[src/fpr_pkg.sv]
`default_nettype none

package fpr_pkg;

    // Three-level static select, as decoded from its pin
    typedef enum logic [1:0] {
        SEL_LOW  = 2'b00,
        SEL_MID  = 2'b01,
        SEL_HIGH = 2'b10
    } fpr_sel_t;

    // Static configuration word, LSB first: framing, parity, decoder, encoder, rate, half rate
    typedef struct packed {
        logic     tx_half_rate;
        fpr_sel_t rate;
        fpr_sel_t enc;
        fpr_sel_t dec;
        fpr_sel_t parity;
        fpr_sel_t framing;
    } fpr_cfg_t;

    // One received character as handed to the host
    typedef struct packed {
        logic [2:0] status;
        logic [7:0] data;
    } fpr_rx_t;

    // Register byte offsets
    localparam int ADDR_W = 5;
    localparam logic [4:0] OFF_CONFIG = 5'h00;
    localparam logic [4:0] OFF_CONTROL = 5'h04;
    localparam logic [4:0] OFF_STATUS = 5'h08;
    localparam logic [4:0] OFF_IRQ_STAT = 5'h0C;
    localparam logic [4:0] OFF_IRQ_MASK = 5'h10;

    // Reset values
    localparam logic [10:0] CFG_RESET = 11'h000;
    localparam logic [2:0] CTRL_RESET = 3'h0;
    localparam logic [2:0] IRQ_RESET = 3'h0;

    // Field positions
    localparam int CFG_W = 11;
    localparam int CTRL_SELF_TEST = 0;
    localparam int CTRL_OUT_EN = 1;
    localparam int CTRL_RX_LATCH = 2;
    localparam int IRQ_PAR_ERR = 0;
    localparam int IRQ_REALIGN = 1;
    localparam int IRQ_BAD_RATE = 2;
    localparam int STAT_OFF_LSB = 0;
    localparam int STAT_READY = 4;
    localparam int STAT_IN_RST = 5;
    localparam int STAT_BAD_RATE = 6;

    // Framing characters (both running disparities) and window sizes
    localparam int CHAR_W = 10;
    localparam logic [9:0] COMMA_NEG = 10'h0FA;
    localparam logic [9:0] COMMA_POS = 10'h305;
    localparam int WINDOW_BITS = 50;
    localparam logic [2:0] SPAN_GAP = 3'(WINDOW_BITS / CHAR_W - 1);
    localparam logic [2:0] HIGH_RUN = 3'h4;
    localparam logic [3:0] SETTLE_CYC = 4'hF;

endpackage

`default_nettype wire
[src/fpr_ctrl.sv]
`timescale 1ns/1ns
`default_nettype none

module fpr_ctrl
    import fpr_pkg::*;
(
    input wire logic i_clk,
    input wire logic i_resetn,
    input wire logic i_device_reset_n,
    input wire logic [ADDR_W-1:0] i_avs_address,
    input wire logic i_avs_read,
    input wire logic i_avs_write,
    input wire logic [31:0] i_avs_writedata,
    input wire logic [3:0] i_avs_byteenable,
    output logic [31:0] o_avs_readdata,
    output logic o_avs_waitrequest,
    input wire logic i_rx_word_valid,
    input wire logic [CHAR_W-1:0] i_rx_word,
    input wire logic [7:0] i_dec_byte,
    input wire logic [2:0] i_dec_status,
    input wire logic i_tx_valid,
    input wire logic [7:0] i_tx_byte_in,
    input wire logic [1:0] i_tx_char_type,
    input wire logic i_tx_parity_in,
    output logic o_rx_valid,
    output logic [CHAR_W-1:0] o_rx_char,
    output logic [7:0] o_rx_byte_out,
    output logic [2:0] o_rx_char_status,
    output logic o_rx_parity_out,
    output logic o_rx_parity_out_oe,
    output logic o_tx_parity_err,
    output logic [1:0] o_pll_range,
    output logic o_tx_half_rate,
    output logic o_buf_ptr_init,
    output logic o_self_test,
    output logic o_output_enable,
    output logic o_rx_latch,
    output logic o_irq
);

    ////////////////////////////////////////////////////////////////////////
    // Declarations

    logic rst_s1_q;
    logic rst_s2_q;
    logic in_rst;
    logic [3:0] settle_q;
    logic ready_q;
    fpr_cfg_t cfg_q;
    fpr_cfg_t act_q;
    logic [2:0] ctrl_q;
    logic [2:0] irq_st_q;
    logic [2:0] irq_mask_q;
    logic [2:0] irq_set;
    logic [2:0] irq_clr;
    logic wait_q;
    logic wr_acc;
    logic [CHAR_W-1:0] prev_q;
    logic [2*CHAR_W-1:0] hist;
    logic [CHAR_W-1:0] hits;
    logic hit_any;
    logic [3:0] hit_off;
    logic [3:0] off_q;
    logic realign_q;
    logic cand_valid_q;
    logic [3:0] cand_off_q;
    logic [2:0] cand_age_q;
    logic [3:0] run_off_q;
    logic [2:0] run_cnt_q;
    logic low_realign;
    logic [CHAR_W-1:0] aligned;
    fpr_rx_t rx_d;
    logic rx_par_d;
    logic tx_odd;
    logic tx_err;
    logic bad_rate;
    logic bad_rate_q;

    // Lowest offset holding a framing character
    function automatic logic [3:0] first_hit(input logic [CHAR_W-1:0] h);
        logic [3:0] r;
        r = 4'h0;
        for (int i = CHAR_W - 1; i >= 0; i--) begin
            if (h[i]) begin
                r = 4'(i);
            end
        end
        return r;
    endfunction

    // Byte-lane merge of a bus write
    function automatic logic [31:0] be_merge(input logic [31:0] old, input logic [31:0] nw,
                                             input logic [3:0] be);
        logic [31:0] r;
        r = old;
        for (int b = 0; b < 4; b++) begin
            if (be[b]) begin
                r[8*b +: 8] = nw[8*b +: 8];
            end
        end
        return r;
    endfunction

    ////////////////////////////////////////////////////////////////////////
    // Device reset pin

    // Pin is asynchronous to i_clk, so two flops before use
    always_ff @(posedge i_clk or negedge i_resetn) begin
        if (!i_resetn) begin
            rst_s1_q <= 1'b0;
            rst_s2_q <= 1'b0;
        end else begin
            rst_s1_q <= i_device_reset_n;
            rst_s2_q <= rst_s1_q;
        end
    end

    assign in_rst = !rst_s2_q;

    // Settle count after release; outputs are already cleared, ready just reports it
    always_ff @(posedge i_clk or negedge i_resetn) begin
        if (!i_resetn) begin
            settle_q <= 4'h0;
            ready_q <= 1'b0;
        end else if (in_rst) begin
            settle_q <= 4'h0;
            ready_q <= 1'b0;
        end else begin
            if (settle_q != SETTLE_CYC) begin
                settle_q <= settle_q + 4'h1;
            end
            ready_q <= (settle_q == SETTLE_CYC);
        end
    end

    ////////////////////////////////////////////////////////////////////////
    // Register bus

    assign wr_acc = i_avs_write && !wait_q;

    // One wait cycle per access; read data latched as waitrequest drops
    always_ff @(posedge i_clk or negedge i_resetn) begin
        if (!i_resetn) begin
            wait_q <= 1'b1;
            o_avs_readdata <= 32'h0000_0000;
        end else begin
            wait_q <= !((i_avs_read || i_avs_write) && wait_q);
            if (i_avs_read && wait_q) begin
                case (i_avs_address)
                    OFF_CONFIG: o_avs_readdata <= {21'h0, cfg_q};
                    OFF_CONTROL: o_avs_readdata <= {29'h0, ctrl_q};
                    OFF_STATUS: o_avs_readdata <= {25'h0, bad_rate_q, in_rst, ready_q, off_q};
                    OFF_IRQ_STAT: o_avs_readdata <= {29'h0, irq_st_q};
                    OFF_IRQ_MASK: o_avs_readdata <= {29'h0, irq_mask_q};
                    default: o_avs_readdata <= 32'h0000_0000;
                endcase
            end
        end
    end

    assign o_avs_waitrequest = wait_q;

    // Written selects wait here until device reset is held
    always_ff @(posedge i_clk or negedge i_resetn) begin
        if (!i_resetn) begin
            cfg_q <= fpr_cfg_t'(CFG_RESET);
        end else if (wr_acc && i_avs_address == OFF_CONFIG) begin
            cfg_q <= fpr_cfg_t'(CFG_W'(be_merge({21'h0, cfg_q}, i_avs_writedata, i_avs_byteenable)));
        end
    end

    // Active selects follow only under reset, so they stay static in operation
    always_ff @(posedge i_clk or negedge i_resetn) begin
        if (!i_resetn) begin
            act_q <= fpr_cfg_t'(CFG_RESET);
        end else if (in_rst) begin
            act_q <= cfg_q;
        end
    end

    // Self-test, output-enable and receive latches
    always_ff @(posedge i_clk or negedge i_resetn) begin
        if (!i_resetn) begin
            ctrl_q <= CTRL_RESET;
        end else if (in_rst) begin
            ctrl_q <= CTRL_RESET;
        end else if (wr_acc && i_avs_address == OFF_CONTROL && i_avs_byteenable[0]) begin
            ctrl_q <= i_avs_writedata[2:0];
        end
    end

    ////////////////////////////////////////////////////////////////////////
    // Interrupts

    assign irq_set = {bad_rate && !bad_rate_q, realign_q, tx_err};
    assign irq_clr = (wr_acc && i_avs_address == OFF_IRQ_STAT && i_avs_byteenable[0])
                     ? i_avs_writedata[2:0] : 3'h0;

    // Write one to clear; a same-cycle event wins
    always_ff @(posedge i_clk or negedge i_resetn) begin
        if (!i_resetn) begin
            irq_st_q <= IRQ_RESET;
        end else begin
            irq_st_q <= (irq_st_q & ~irq_clr) | irq_set;
        end
    end

    always_ff @(posedge i_clk or negedge i_resetn) begin
        if (!i_resetn) begin
            irq_mask_q <= IRQ_RESET;
        end else if (wr_acc && i_avs_address == OFF_IRQ_MASK && i_avs_byteenable[0]) begin
            irq_mask_q <= i_avs_writedata[2:0];
        end
    end

    always_ff @(posedge i_clk or negedge i_resetn) begin
        if (!i_resetn) begin
            o_irq <= 1'b0;
        end else begin
            o_irq <= |(irq_st_q & irq_mask_q);
        end
    end

    ////////////////////////////////////////////////////////////////////////
    // Framer

    assign hist = {i_rx_word, prev_q};

    // One comparator per bit offset, both disparities accepted
    genvar k;
    generate
        for (k = 0; k < CHAR_W; k++) begin : g_hit
            assign hits[k] = i_rx_word_valid && (hist[k +: CHAR_W] == COMMA_NEG
                                                 || hist[k +: CHAR_W] == COMMA_POS);
        end
    endgenerate

    assign hit_any = |hits;
    assign hit_off = first_hit(hits);
    assign aligned = hist[off_q +: CHAR_W];
    assign low_realign = act_q.framing == SEL_LOW && hit_any && hit_off != off_q;

    always_ff @(posedge i_clk or negedge i_resetn) begin
        if (!i_resetn) begin
            prev_q <= 10'h000;
        end else if (in_rst) begin
            prev_q <= 10'h000;
        end else if (i_rx_word_valid) begin
            prev_q <= i_rx_word;
        end
    end

    // Alignment tracking per framing mode
    always_ff @(posedge i_clk or negedge i_resetn) begin
        if (!i_resetn) begin
            off_q <= 4'h0;
            realign_q <= 1'b0;
            cand_valid_q <= 1'b0;
            cand_off_q <= 4'h0;
            cand_age_q <= 3'h0;
            run_off_q <= 4'h0;
            run_cnt_q <= 3'h0;
        end else if (in_rst) begin
            off_q <= 4'h0;
            realign_q <= 1'b0;
            cand_valid_q <= 1'b0;
            cand_off_q <= 4'h0;
            cand_age_q <= 3'h0;
            run_off_q <= 4'h0;
            run_cnt_q <= 3'h0;
        end else begin
            realign_q <= 1'b0;
            // Candidate ages out once a partner could no longer fit in the window
            if (i_rx_word_valid && cand_valid_q) begin
                cand_age_q <= cand_age_q + 3'h1;
                if (cand_age_q + 3'h1 == SPAN_GAP) begin
                    cand_valid_q <= 1'b0;
                end
            end
            case (act_q.framing)
                SEL_LOW: begin
                    if (low_realign) begin
                        off_q <= hit_off;
                        realign_q <= 1'b1;
                    end
                end
                SEL_MID: begin
                    if (hit_any && hit_off != off_q) begin
                        if (cand_valid_q && cand_off_q == hit_off) begin
                            off_q <= hit_off;
                            realign_q <= 1'b1;
                            cand_valid_q <= 1'b0;
                        end else begin
                            cand_valid_q <= 1'b1;
                            cand_off_q <= hit_off;
                            cand_age_q <= 3'h0;
                        end
                    end
                end
                SEL_HIGH: begin
                    if (hit_any) begin
                        if (run_cnt_q != 3'h0 && run_off_q == hit_off) begin
                            if (run_cnt_q != HIGH_RUN) begin
                                run_cnt_q <= run_cnt_q + 3'h1;
                            end
                            if (run_cnt_q + 3'h1 == HIGH_RUN && hit_off != off_q) begin
                                off_q <= hit_off;
                                realign_q <= 1'b1;
                            end
                        end else begin
                            run_off_q <= hit_off;
                            run_cnt_q <= 3'h1;
                        end
                    end else if (i_rx_word_valid) begin
                        run_cnt_q <= 3'h0;
                    end
                end
                default: begin
                    realign_q <= 1'b0;
                end
            endcase
        end
    end

    ////////////////////////////////////////////////////////////////////////
    // Receive output and parity

    // Decoder bypass hands raw character bits straight on
    always_comb begin
        if (act_q.dec == SEL_LOW) begin
            rx_d = {1'b0, aligned};
        end else begin
            rx_d = {i_dec_status, i_dec_byte};
        end
        case (act_q.parity)
            SEL_MID: rx_par_d = (act_q.dec != SEL_LOW) ? ~^rx_d.data
                                : ~^{rx_d.status[1:0], rx_d.data};
            SEL_HIGH: rx_par_d = ~^{rx_d.status, rx_d.data};
            default: rx_par_d = 1'b0;
        endcase
    end

    // Only the low-latency framer drops a beat, stretching the character clock
    always_ff @(posedge i_clk or negedge i_resetn) begin
        if (!i_resetn) begin
            o_rx_valid <= 1'b0;
            o_rx_char <= 10'h000;
            o_rx_byte_out <= 8'h00;
            o_rx_char_status <= 3'h0;
            o_rx_parity_out <= 1'b0;
            o_rx_parity_out_oe <= 1'b0;
        end else if (in_rst) begin
            o_rx_valid <= 1'b0;
            o_rx_char <= 10'h000;
            o_rx_byte_out <= 8'h00;
            o_rx_char_status <= 3'h0;
            o_rx_parity_out <= 1'b0;
            o_rx_parity_out_oe <= 1'b0;
        end else begin
            o_rx_valid <= i_rx_word_valid && !low_realign;
            o_rx_char <= aligned;
            o_rx_byte_out <= rx_d.data;
            o_rx_char_status <= rx_d.status;
            o_rx_parity_out <= rx_par_d;
            o_rx_parity_out_oe <= act_q.parity != SEL_LOW;
        end
    end

    ////////////////////////////////////////////////////////////////////////
    // Transmit parity check

    always_comb begin
        case (act_q.parity)
            SEL_MID: tx_odd = (act_q.enc != SEL_LOW) ? ^{i_tx_byte_in, i_tx_parity_in}
                              : ^{i_tx_char_type, i_tx_byte_in, i_tx_parity_in};
            SEL_HIGH: tx_odd = ^{i_tx_char_type, i_tx_byte_in, i_tx_parity_in};
            default: tx_odd = 1'b1;
        endcase
    end

    assign tx_err = i_tx_valid && !in_rst && !tx_odd;

    always_ff @(posedge i_clk or negedge i_resetn) begin
        if (!i_resetn) begin
            o_tx_parity_err <= 1'b0;
        end else begin
            o_tx_parity_err <= tx_err;
        end
    end

    ////////////////////////////////////////////////////////////////////////
    // Rate, latches and buffer pointer init

    // Half rate with the low range is illegal; refuse it rather than misclock the PLL
    assign bad_rate = act_q.rate == SEL_LOW && act_q.tx_half_rate;

    always_ff @(posedge i_clk or negedge i_resetn) begin
        if (!i_resetn) begin
            bad_rate_q <= 1'b0;
            o_pll_range <= SEL_LOW;
            o_tx_half_rate <= 1'b0;
            o_buf_ptr_init <= 1'b1;
            o_self_test <= 1'b0;
            o_output_enable <= 1'b0;
            o_rx_latch <= 1'b0;
        end else begin
            bad_rate_q <= bad_rate;
            o_pll_range <= act_q.rate;
            o_tx_half_rate <= act_q.tx_half_rate && !bad_rate;
            o_buf_ptr_init <= in_rst;
            o_self_test <= ctrl_q[CTRL_SELF_TEST];
            o_output_enable <= ctrl_q[CTRL_OUT_EN];
            o_rx_latch <= ctrl_q[CTRL_RX_LATCH];
        end
    end

endmodule // fpr_ctrl

`default_nettype wire

[config.mk]
export PLATFORM = sky130hd
export DESIGN_NAME = fpr_ctrl
export DESIGN_NICKNAME = d
export VERILOG_FILES = /design/src/fpr_pkg.sv /design/src/fpr_ctrl.sv
export SDC_FILE = /design/constraint.sdc
export NUM_CORES = 1
export LEC_CHECK = 0
export BUFFER_PORTS_ARGS = -buffer_cell sky130_fd_sc_hd__buf_2
export CORE_AREA = 2 2 117 130
export CTS_BUF_LIST = sky130_fd_sc_hd__clkbuf_8 sky130_fd_sc_hd__clkbuf_16
export CTS_CLUSTER_DIAMETER = 30
export DETAILED_ROUTE_END_ITERATION = 6
export DIE_AREA = 0 0 119 132
export PLACE_DENSITY = 0.73
export SKIP_LAST_GASP = 1
export SYNTH_ARGS = -nofsm -noshare
export SYNTH_HDL_FRONTEND = slang
export SYNTH_SLANG_ARGS = --single-unit
export TNS_END_PERCENT = 50
[constraint.sdc]
create_clock -name i_clk -period 5.3 [get_ports i_clk]
set_input_delay 0.795 -clock i_clk [delete_from_list [all_inputs] [get_ports i_clk]]
set_output_delay 0.795 -clock i_clk [all_outputs]
set_load 0.005 [all_outputs]
==> flow_summary.ini, run 1 <==
[worst_setup_path]
arrival_ps = 4190
critPathCaptureType = flop
rr_worst_depth = 9
crit_type = primary input to flop
rr_startpoint = prev_q[7]
required_ps = 5630
r2r_end = off_q[3]
regToRegSetupSlack_ps = 1600
cp_max_fo = 24
critPathLaunchType = primary input

[clock_network]
cts_num_sinks = 114
cts_tree = done
hold_buffers = 0
post_cts_buffers = 0
cts_made_buffers = 17
cts_root_buffer = clkbuf_16
post_cts_resized = 0
clk_latency_ps = 420
cts_htree_levels = 4
cts_buffer_depth = 2
path_clk_slew_ps = 60

[synthesis]
netlist_area_um2 = 7080
synth.distinct_cells = 87
yosysSeqAreaShare_pct = 40.3
synth_edf_count = 0
yosysWarnings = 0
avgSynthCellArea_um2 = 10.6
yosys_most_used_dff = dfrtp_1
ys_async_sr_fraction_pct = 100
ys_ff_latch = 114
synthCells = 669

[timing]
setup-tns-final_ps = 0
worst_pin_slew_ps = 1060
worst_slack_ps = 1450
setup_viol = 0
rsz0062_at_grt = false
slew_viol_final = 0
fin_worst_skew_ps = 9.12
maxSlewHeadroom_pct = 28.4
fin_crit_ps = 3850
max_clock_freq_mhz = 259
min_period_over_period_pct = 72.7
hold_violations = 0

[power_and_ir_drop]
power_mw = 2.52
power_frac_comb_pct = 13.9
internal-power_mw = 1.84
pwr-share-clk_pct = 47.7
p_per_area_nw_per_um2 = 307
leakagePower_nw = 3.80
switchingPower_mw = 0.681
vdd_drop_max_mv = 0.225
swShare_pct = 27.1
seqPwrFrac_pct = 38.3

[global_routing]
grt_pass1_vias = 5767
antenna_found_initial = 0
grt_pass1_wl_mm = 28.4
grt_usage_pct = 22.4
grt_max_degree = 75
overflow = 0

[drt]
drc = 0
num_vias = 5621
dr.pass1.iters = 5
postRouteAntennaNets = 0
finalWirelength_mm = 17.1
viasPerCell = 5.86
avgRoutedWirePerCell_um = 17.8
first_iter_violations = 382

[cells_and_area]
layout.cells.non_filler = 959
fin_nets = 847
drive_above_1_share_pct = 28.8
area_growth_pct = 15.7
n_antenna_cell = 0

[placement]
dp_hpwl_mm = 11.7
routabilityCongestion = 0.906
place_inst = 927
dp_slack_ps = 1080
numPortBuffers = 101

[die]
ios = 146
core-area_um2 = 14300
die_w_um = 119
initial_core_util_pct = 49.4
die_area_um2 = 15700
rows = 46
die_h_um = 132

[hold_path]
hp-class = flop to flop
min_to = rst_s2_q
min_path_cells = 0
min_from = rst_s1_q

[run_status]
outcome = finished, final reports clean

[flow_run]
drv_cap = 0
==> synth_stat cells, types with 4 or more instances <==
cell | n | area share [%]
clkbuf_8 | 4 | 0.78
xnor2_1 | 15 | 1.9
nor2_1 | 49 | 2.6
o22ai_1 | 7 | 0.62
nand4b_1 | 5 | 0.62
ha_1 | 13 | 2.3
o21ai_0 | 23 | 1.6
nand2_1 | 55 | 2.9
a211oi_1 | 6 | 0.64
mux4_1 | 4 | 1.5
mux2_2 | 33 | 5.2
buf_1 | 6 | 0.32
inv_1 | 21 | 1.1
nor3_1 | 13 | 0.92
a22oi_1 | 8 | 0.85
nand3b_1 | 4 | 0.42
a21oi_1 | 12 | 0.85
nor4_1 | 15 | 1.3
buf_2 | 4 | 0.28
nand2b_1 | 9 | 0.80
mux2i_1 | 51 | 7.2
nand3_1 | 15 | 1.1
clkbuf_1 | 20 | 1.1
buf_4 | 22 | 2.3
mux4_2 | 14 | 4.5
or2_2 | 5 | 0.44
a31oi_1 | 8 | 0.71
and2_1 | 12 | 1.1
dfrtp_1 | 112 | 40
xor2_1 | 9 | 1.1
==> per-stage QoR <==
| step | hold WS [ps] | area, um2 | util, % |
|---|---|---|---|
| 2_1_floorplan | 331 | 7150 | - |
| 3_3_place_gp | 346 | 7560 | 52.8 |
| 3_5_place_dp | 351 | 7560 | 52.8 |
| 4_1_cts | 364 | 8180 | 57.1 |
| 5_1_grt | 368 | 8190 | 57.1 |
| 6_report | 365 | 8190 | 57.1 |
==> kinds of logic after synthesis <==
family / after synthesis / synth area share, %
buffers and inverters: 84 / 6.68
DFF: 114 / 40.3
AOI/OAI and AO/OA: 97 / 9.51
other: 1 / 0.0530
muxes: 103 / 18.6
adders and majority gates: 13 / 2.30
xor gates and xnor gates: 26 / 3.61
and+or+nand+nor: 231 / 18.9
==> how the worst max path moves through the flow <==
stage,slack [ps],cells past startpoint,startpoint,to
after global placement,1140,10,i_rx_word_valid,off_q[3]
after detailed placement,1080,10,i_rx_word_valid,off_q[1]
final,1450,10,i_rx_word_valid,off_q[3]
after floorplan,1740,10,i_rx_word[2],off_q[0]
after CTS,1470,10,i_rx_word_valid,off_q[3]
after global routing,1310,10,i_rx_word_valid,off_q[3]
==> cell type report <==
type / count / area (um2)
multi-input cells: 491 / 3830
well taps: 192 / 240
repair buffers: 107 / 553
inverters: 23 / 86.3
clock inverters: 15 / 195
fillers: 1185 / 6140
flip-flops and latches: 114 / 2860
clock buffers: 17 / 425
==> layer usage <==
layer,wire length [um],track usage (%)
met5,0,0
met4,308,10.2
met3,882,3.68
met2,8710,38.5
met1,7180,27.5
==> cells in the final DEF (no fill, tap or decap), types with 4 or more instances in the layout <==
master     netlist  layout
a31oi_1          8       8
mux4_2          14      14
a21oi_1         12      12
a211oi_1         6       6
inv_1           21      21
mux2_2          33      33
buf_2            4     100
o22ai_1          7       7
xor2_1           9       9
nor2_1          49      49
a22oi_1          8       8
clkbuf_16        0      17
nand2b_1         9       9
or2_2            5       5
conb_1           1      21
buf_4           22       7
nand4b_1         5       5
nor3_1          13      13
nor4_1          15      15
o21ai_0         23      23
nand3_1         15      15
ha_1            13      13
nand2_1         55      55
nand3b_1         4       4
inv_6            0       5
mux4_1           4       4
xnor2_1         15      15
mux2i_1         51      51
dfrtp_1        112     112
and2_1          12      12
==> flip-flops by register name, indices dropped and copies added (netlist names), 4 cells and up <==
register        flops
act_q              11
o_avs_readdata     11
o_rx_char          10
prev_q             10
off_q               4
settle_q            4
o_rx_byte_out       8
cfg_q              11
cand_off_q          4
run_off_q           4
==> critical path, stage by stage <==
cell and delay (ps):
buf_2 460, or4b_2 700, or4_1 500, mux2_2 280, nand4_1 200, xor2_1 150, nor4_4 440, a31o_1 240
o221a_4 220, mux2i_1 200
==> power groups by stage <==
stage          combinational [mW]  sequential, mW  clock (mW)
2_1_floorplan               0.258           0.962           0
3_3_place_gp                0.332           0.976           0
3_5_place_dp                0.343           0.978           0
4_1_cts                     0.349           0.964        1.21
5_1_grt                     0.385           0.972        1.26
6_report                    0.351           0.965        1.20
Power figures use the tool's default switching activity.
==> run 2, diff against run 1 <==
==> constraint.sdc (replaced) <==
create_clock -name i_clk -period 4 [get_ports i_clk]
set_input_delay 0.6 -clock i_clk [delete_from_list [all_inputs] [get_ports i_clk]]
set_output_delay 0.6 -clock i_clk [all_outputs]
set_load 0.005 [all_outputs]
==> flow_summary.ini, run 2 (synthesized netlist as in run 1, its figures left out) <==
[die]
ios = 146
initial_core_util_pct = 49.4
die_h_um = 132
core-area_um2 = 14300
die_area_um2 = 15700
die_w_um = 119
rows = 46

[cells_and_area]
nFillCells = 1189
drive_above_1_share_pct = 29.8
regArea_um2 = 2860
area_growth_pct = 16.3
reg_top3 = act_q x11, cfg_q x11, o_avs_readdata x11
final_cell_mix = 112 x dfrtp_1, 100 x buf_2, 55 x nand2_1
fin_nets = 859
multi_input_area_um2 = 3830
design_area_um2 = 8240
n_antenna_cell = 0
final_common_cell = dfrtp_1

[worst_setup_path]
crit_type = flop to flop
r2r_end = cand_valid_q
rr_startpoint = prev_q[8]
critPathLaunchType = flop
arrival_ps = 3990
path_cells = nand4b_1 -> nor4_1 -> o41ai_1 -> nor4_1 -> or4b_4 -> a211oi_2 -> nor2_1 -> a221o_1 -> a21oi_1
rr_worst_depth = 9
cp_max_fo = 17
critPathMaxStageDelay_ps = 1030
cp-startpoint = prev_q[8]
required_ps = 4320
critical-path-slowest-cell = o41ai_1
critPathCaptureType = flop
path_common_cell = nor4_1
crit_end = cand_valid_q
regToRegSetupSlack_ps = 330

[global_routing]
grt_usage_pct = 22.8
grt_pass1_vias = 5778
grt_pass1_wl_mm = 28.9
overflow = 0
grt_max_degree = 74
antenna_found_initial = 0

[drt]
first_iter_violations = 565
postRouteAntennaNets = 0
finalWirelength_mm = 17.2
drc = 0
viasPerCell = 5.81
num_vias = 5639
dr.pass1.iters = 7
avgRoutedWirePerCell_um = 17.7

[clock_network]
post_cts_resized = 0
post_cts_buffers = 0
cts_buffer_depth = 2
cts_root_buffer = clkbuf_16
hold_buffers = 0
clk_latency_ps = 410
cts_htree_levels = 4
cts_made_buffers = 17
path_clk_slew_ps = 60
cts_num_sinks = 114
cts_tree = done

[timing]
worst_pin_slew_ps = 1260
max_clock_freq_mhz = 273
rsz0062_at_grt = false
maxSlewHeadroom_pct = 14.6
min_period_over_period_pct = 91.7
fin_worst_skew_ps = 12.2
fin_crit_ps = 3670
setup_viol = 0
hold_violations = 0
setup-tns-final_ps = 0
slew_viol_final = 0

[flow_run]
drv_cap = 0

[power_and_ir_drop]
leakagePower_nw = 3.84
p_per_area_nw_per_um2 = 394
vdd_drop_max_mv = 0.322
power_mw = 3.24

[placement]
placed_cell_area_um2 = 7650
numPortBuffers = 101
dp_hpwl_mm = 12.1
routabilityCongestion = 0.897

[hold_path]
hp-class = primary input to async pin

[run_status]
outcome = finished, final reports clean
[run 2: cell types whose count changed in the layout (fill, tap and decap cells not counted), moves of 2 or more]
cell        delta
bufinv_16      -2
clkinvlp_4     +2
clkinv_4       -3
buf_4         +12
inv_6          +2
inv_8          +2
[run 2: layer usage]
metal / vias to the layer above / part of all wire (%) / track usage (%)
met3: 34 / 5.3 / 4.37
met4: 0 / 2.5 / 10.6
li1: 2607 / - / -
met5: - / 0 / 0
met2: 215 / 51 / 38.0
met1: 2783 / 41 / 28.5
[run 2: final cells by class]
type	count	share of cell area [%]
Sequential cell	114	34.7
Timing Repair Buffer	119	7.81
Multi-Input combinational cell	491	46.5
Tap cell	192	2.92
Clock buffer	17	5.17
Inverter	23	1.05
Clock inverter	15	1.93
[run 2: report_power, final]
group / switching, mW / internal, mW
clock network: 0.609 / 0.884
logic: 0.250 / 0.222
registers: 0.0583 / 1.22
[run 2: worst max-delay path: cells and delay by family, from the launching register on]
kind	cells	cell delay [ps]
DFF	1	710
and+or+nand+nor	5	1070
AOI/OAI and AO/OA	4	1790
[run 2: worst min path at each step]
stage | end | slack, ps | depth (start not counted)
final | o_rx_byte_out[7] | 290 | 1
after global routing | rst_s1_q | 290 | 1
after CTS | rst_s1_q | 290 | 1
after detailed placement | rst_s2_q | 340 | 0
after global placement | rst_s2_q | 340 | 0
after floorplan | act_q[0] | 300 | 0
[run 2: through the flow]
stage,utilization (%),hold slack [ps],cells,setup slack [ps]
after global placement,53.4,337,939,361
after detailed placement,53.4,340,939,263
final,57.5,292,971,334
after global routing,57.5,293,971,240
after floorplan,-,304,689,634
after CTS,57.5,291,971,423
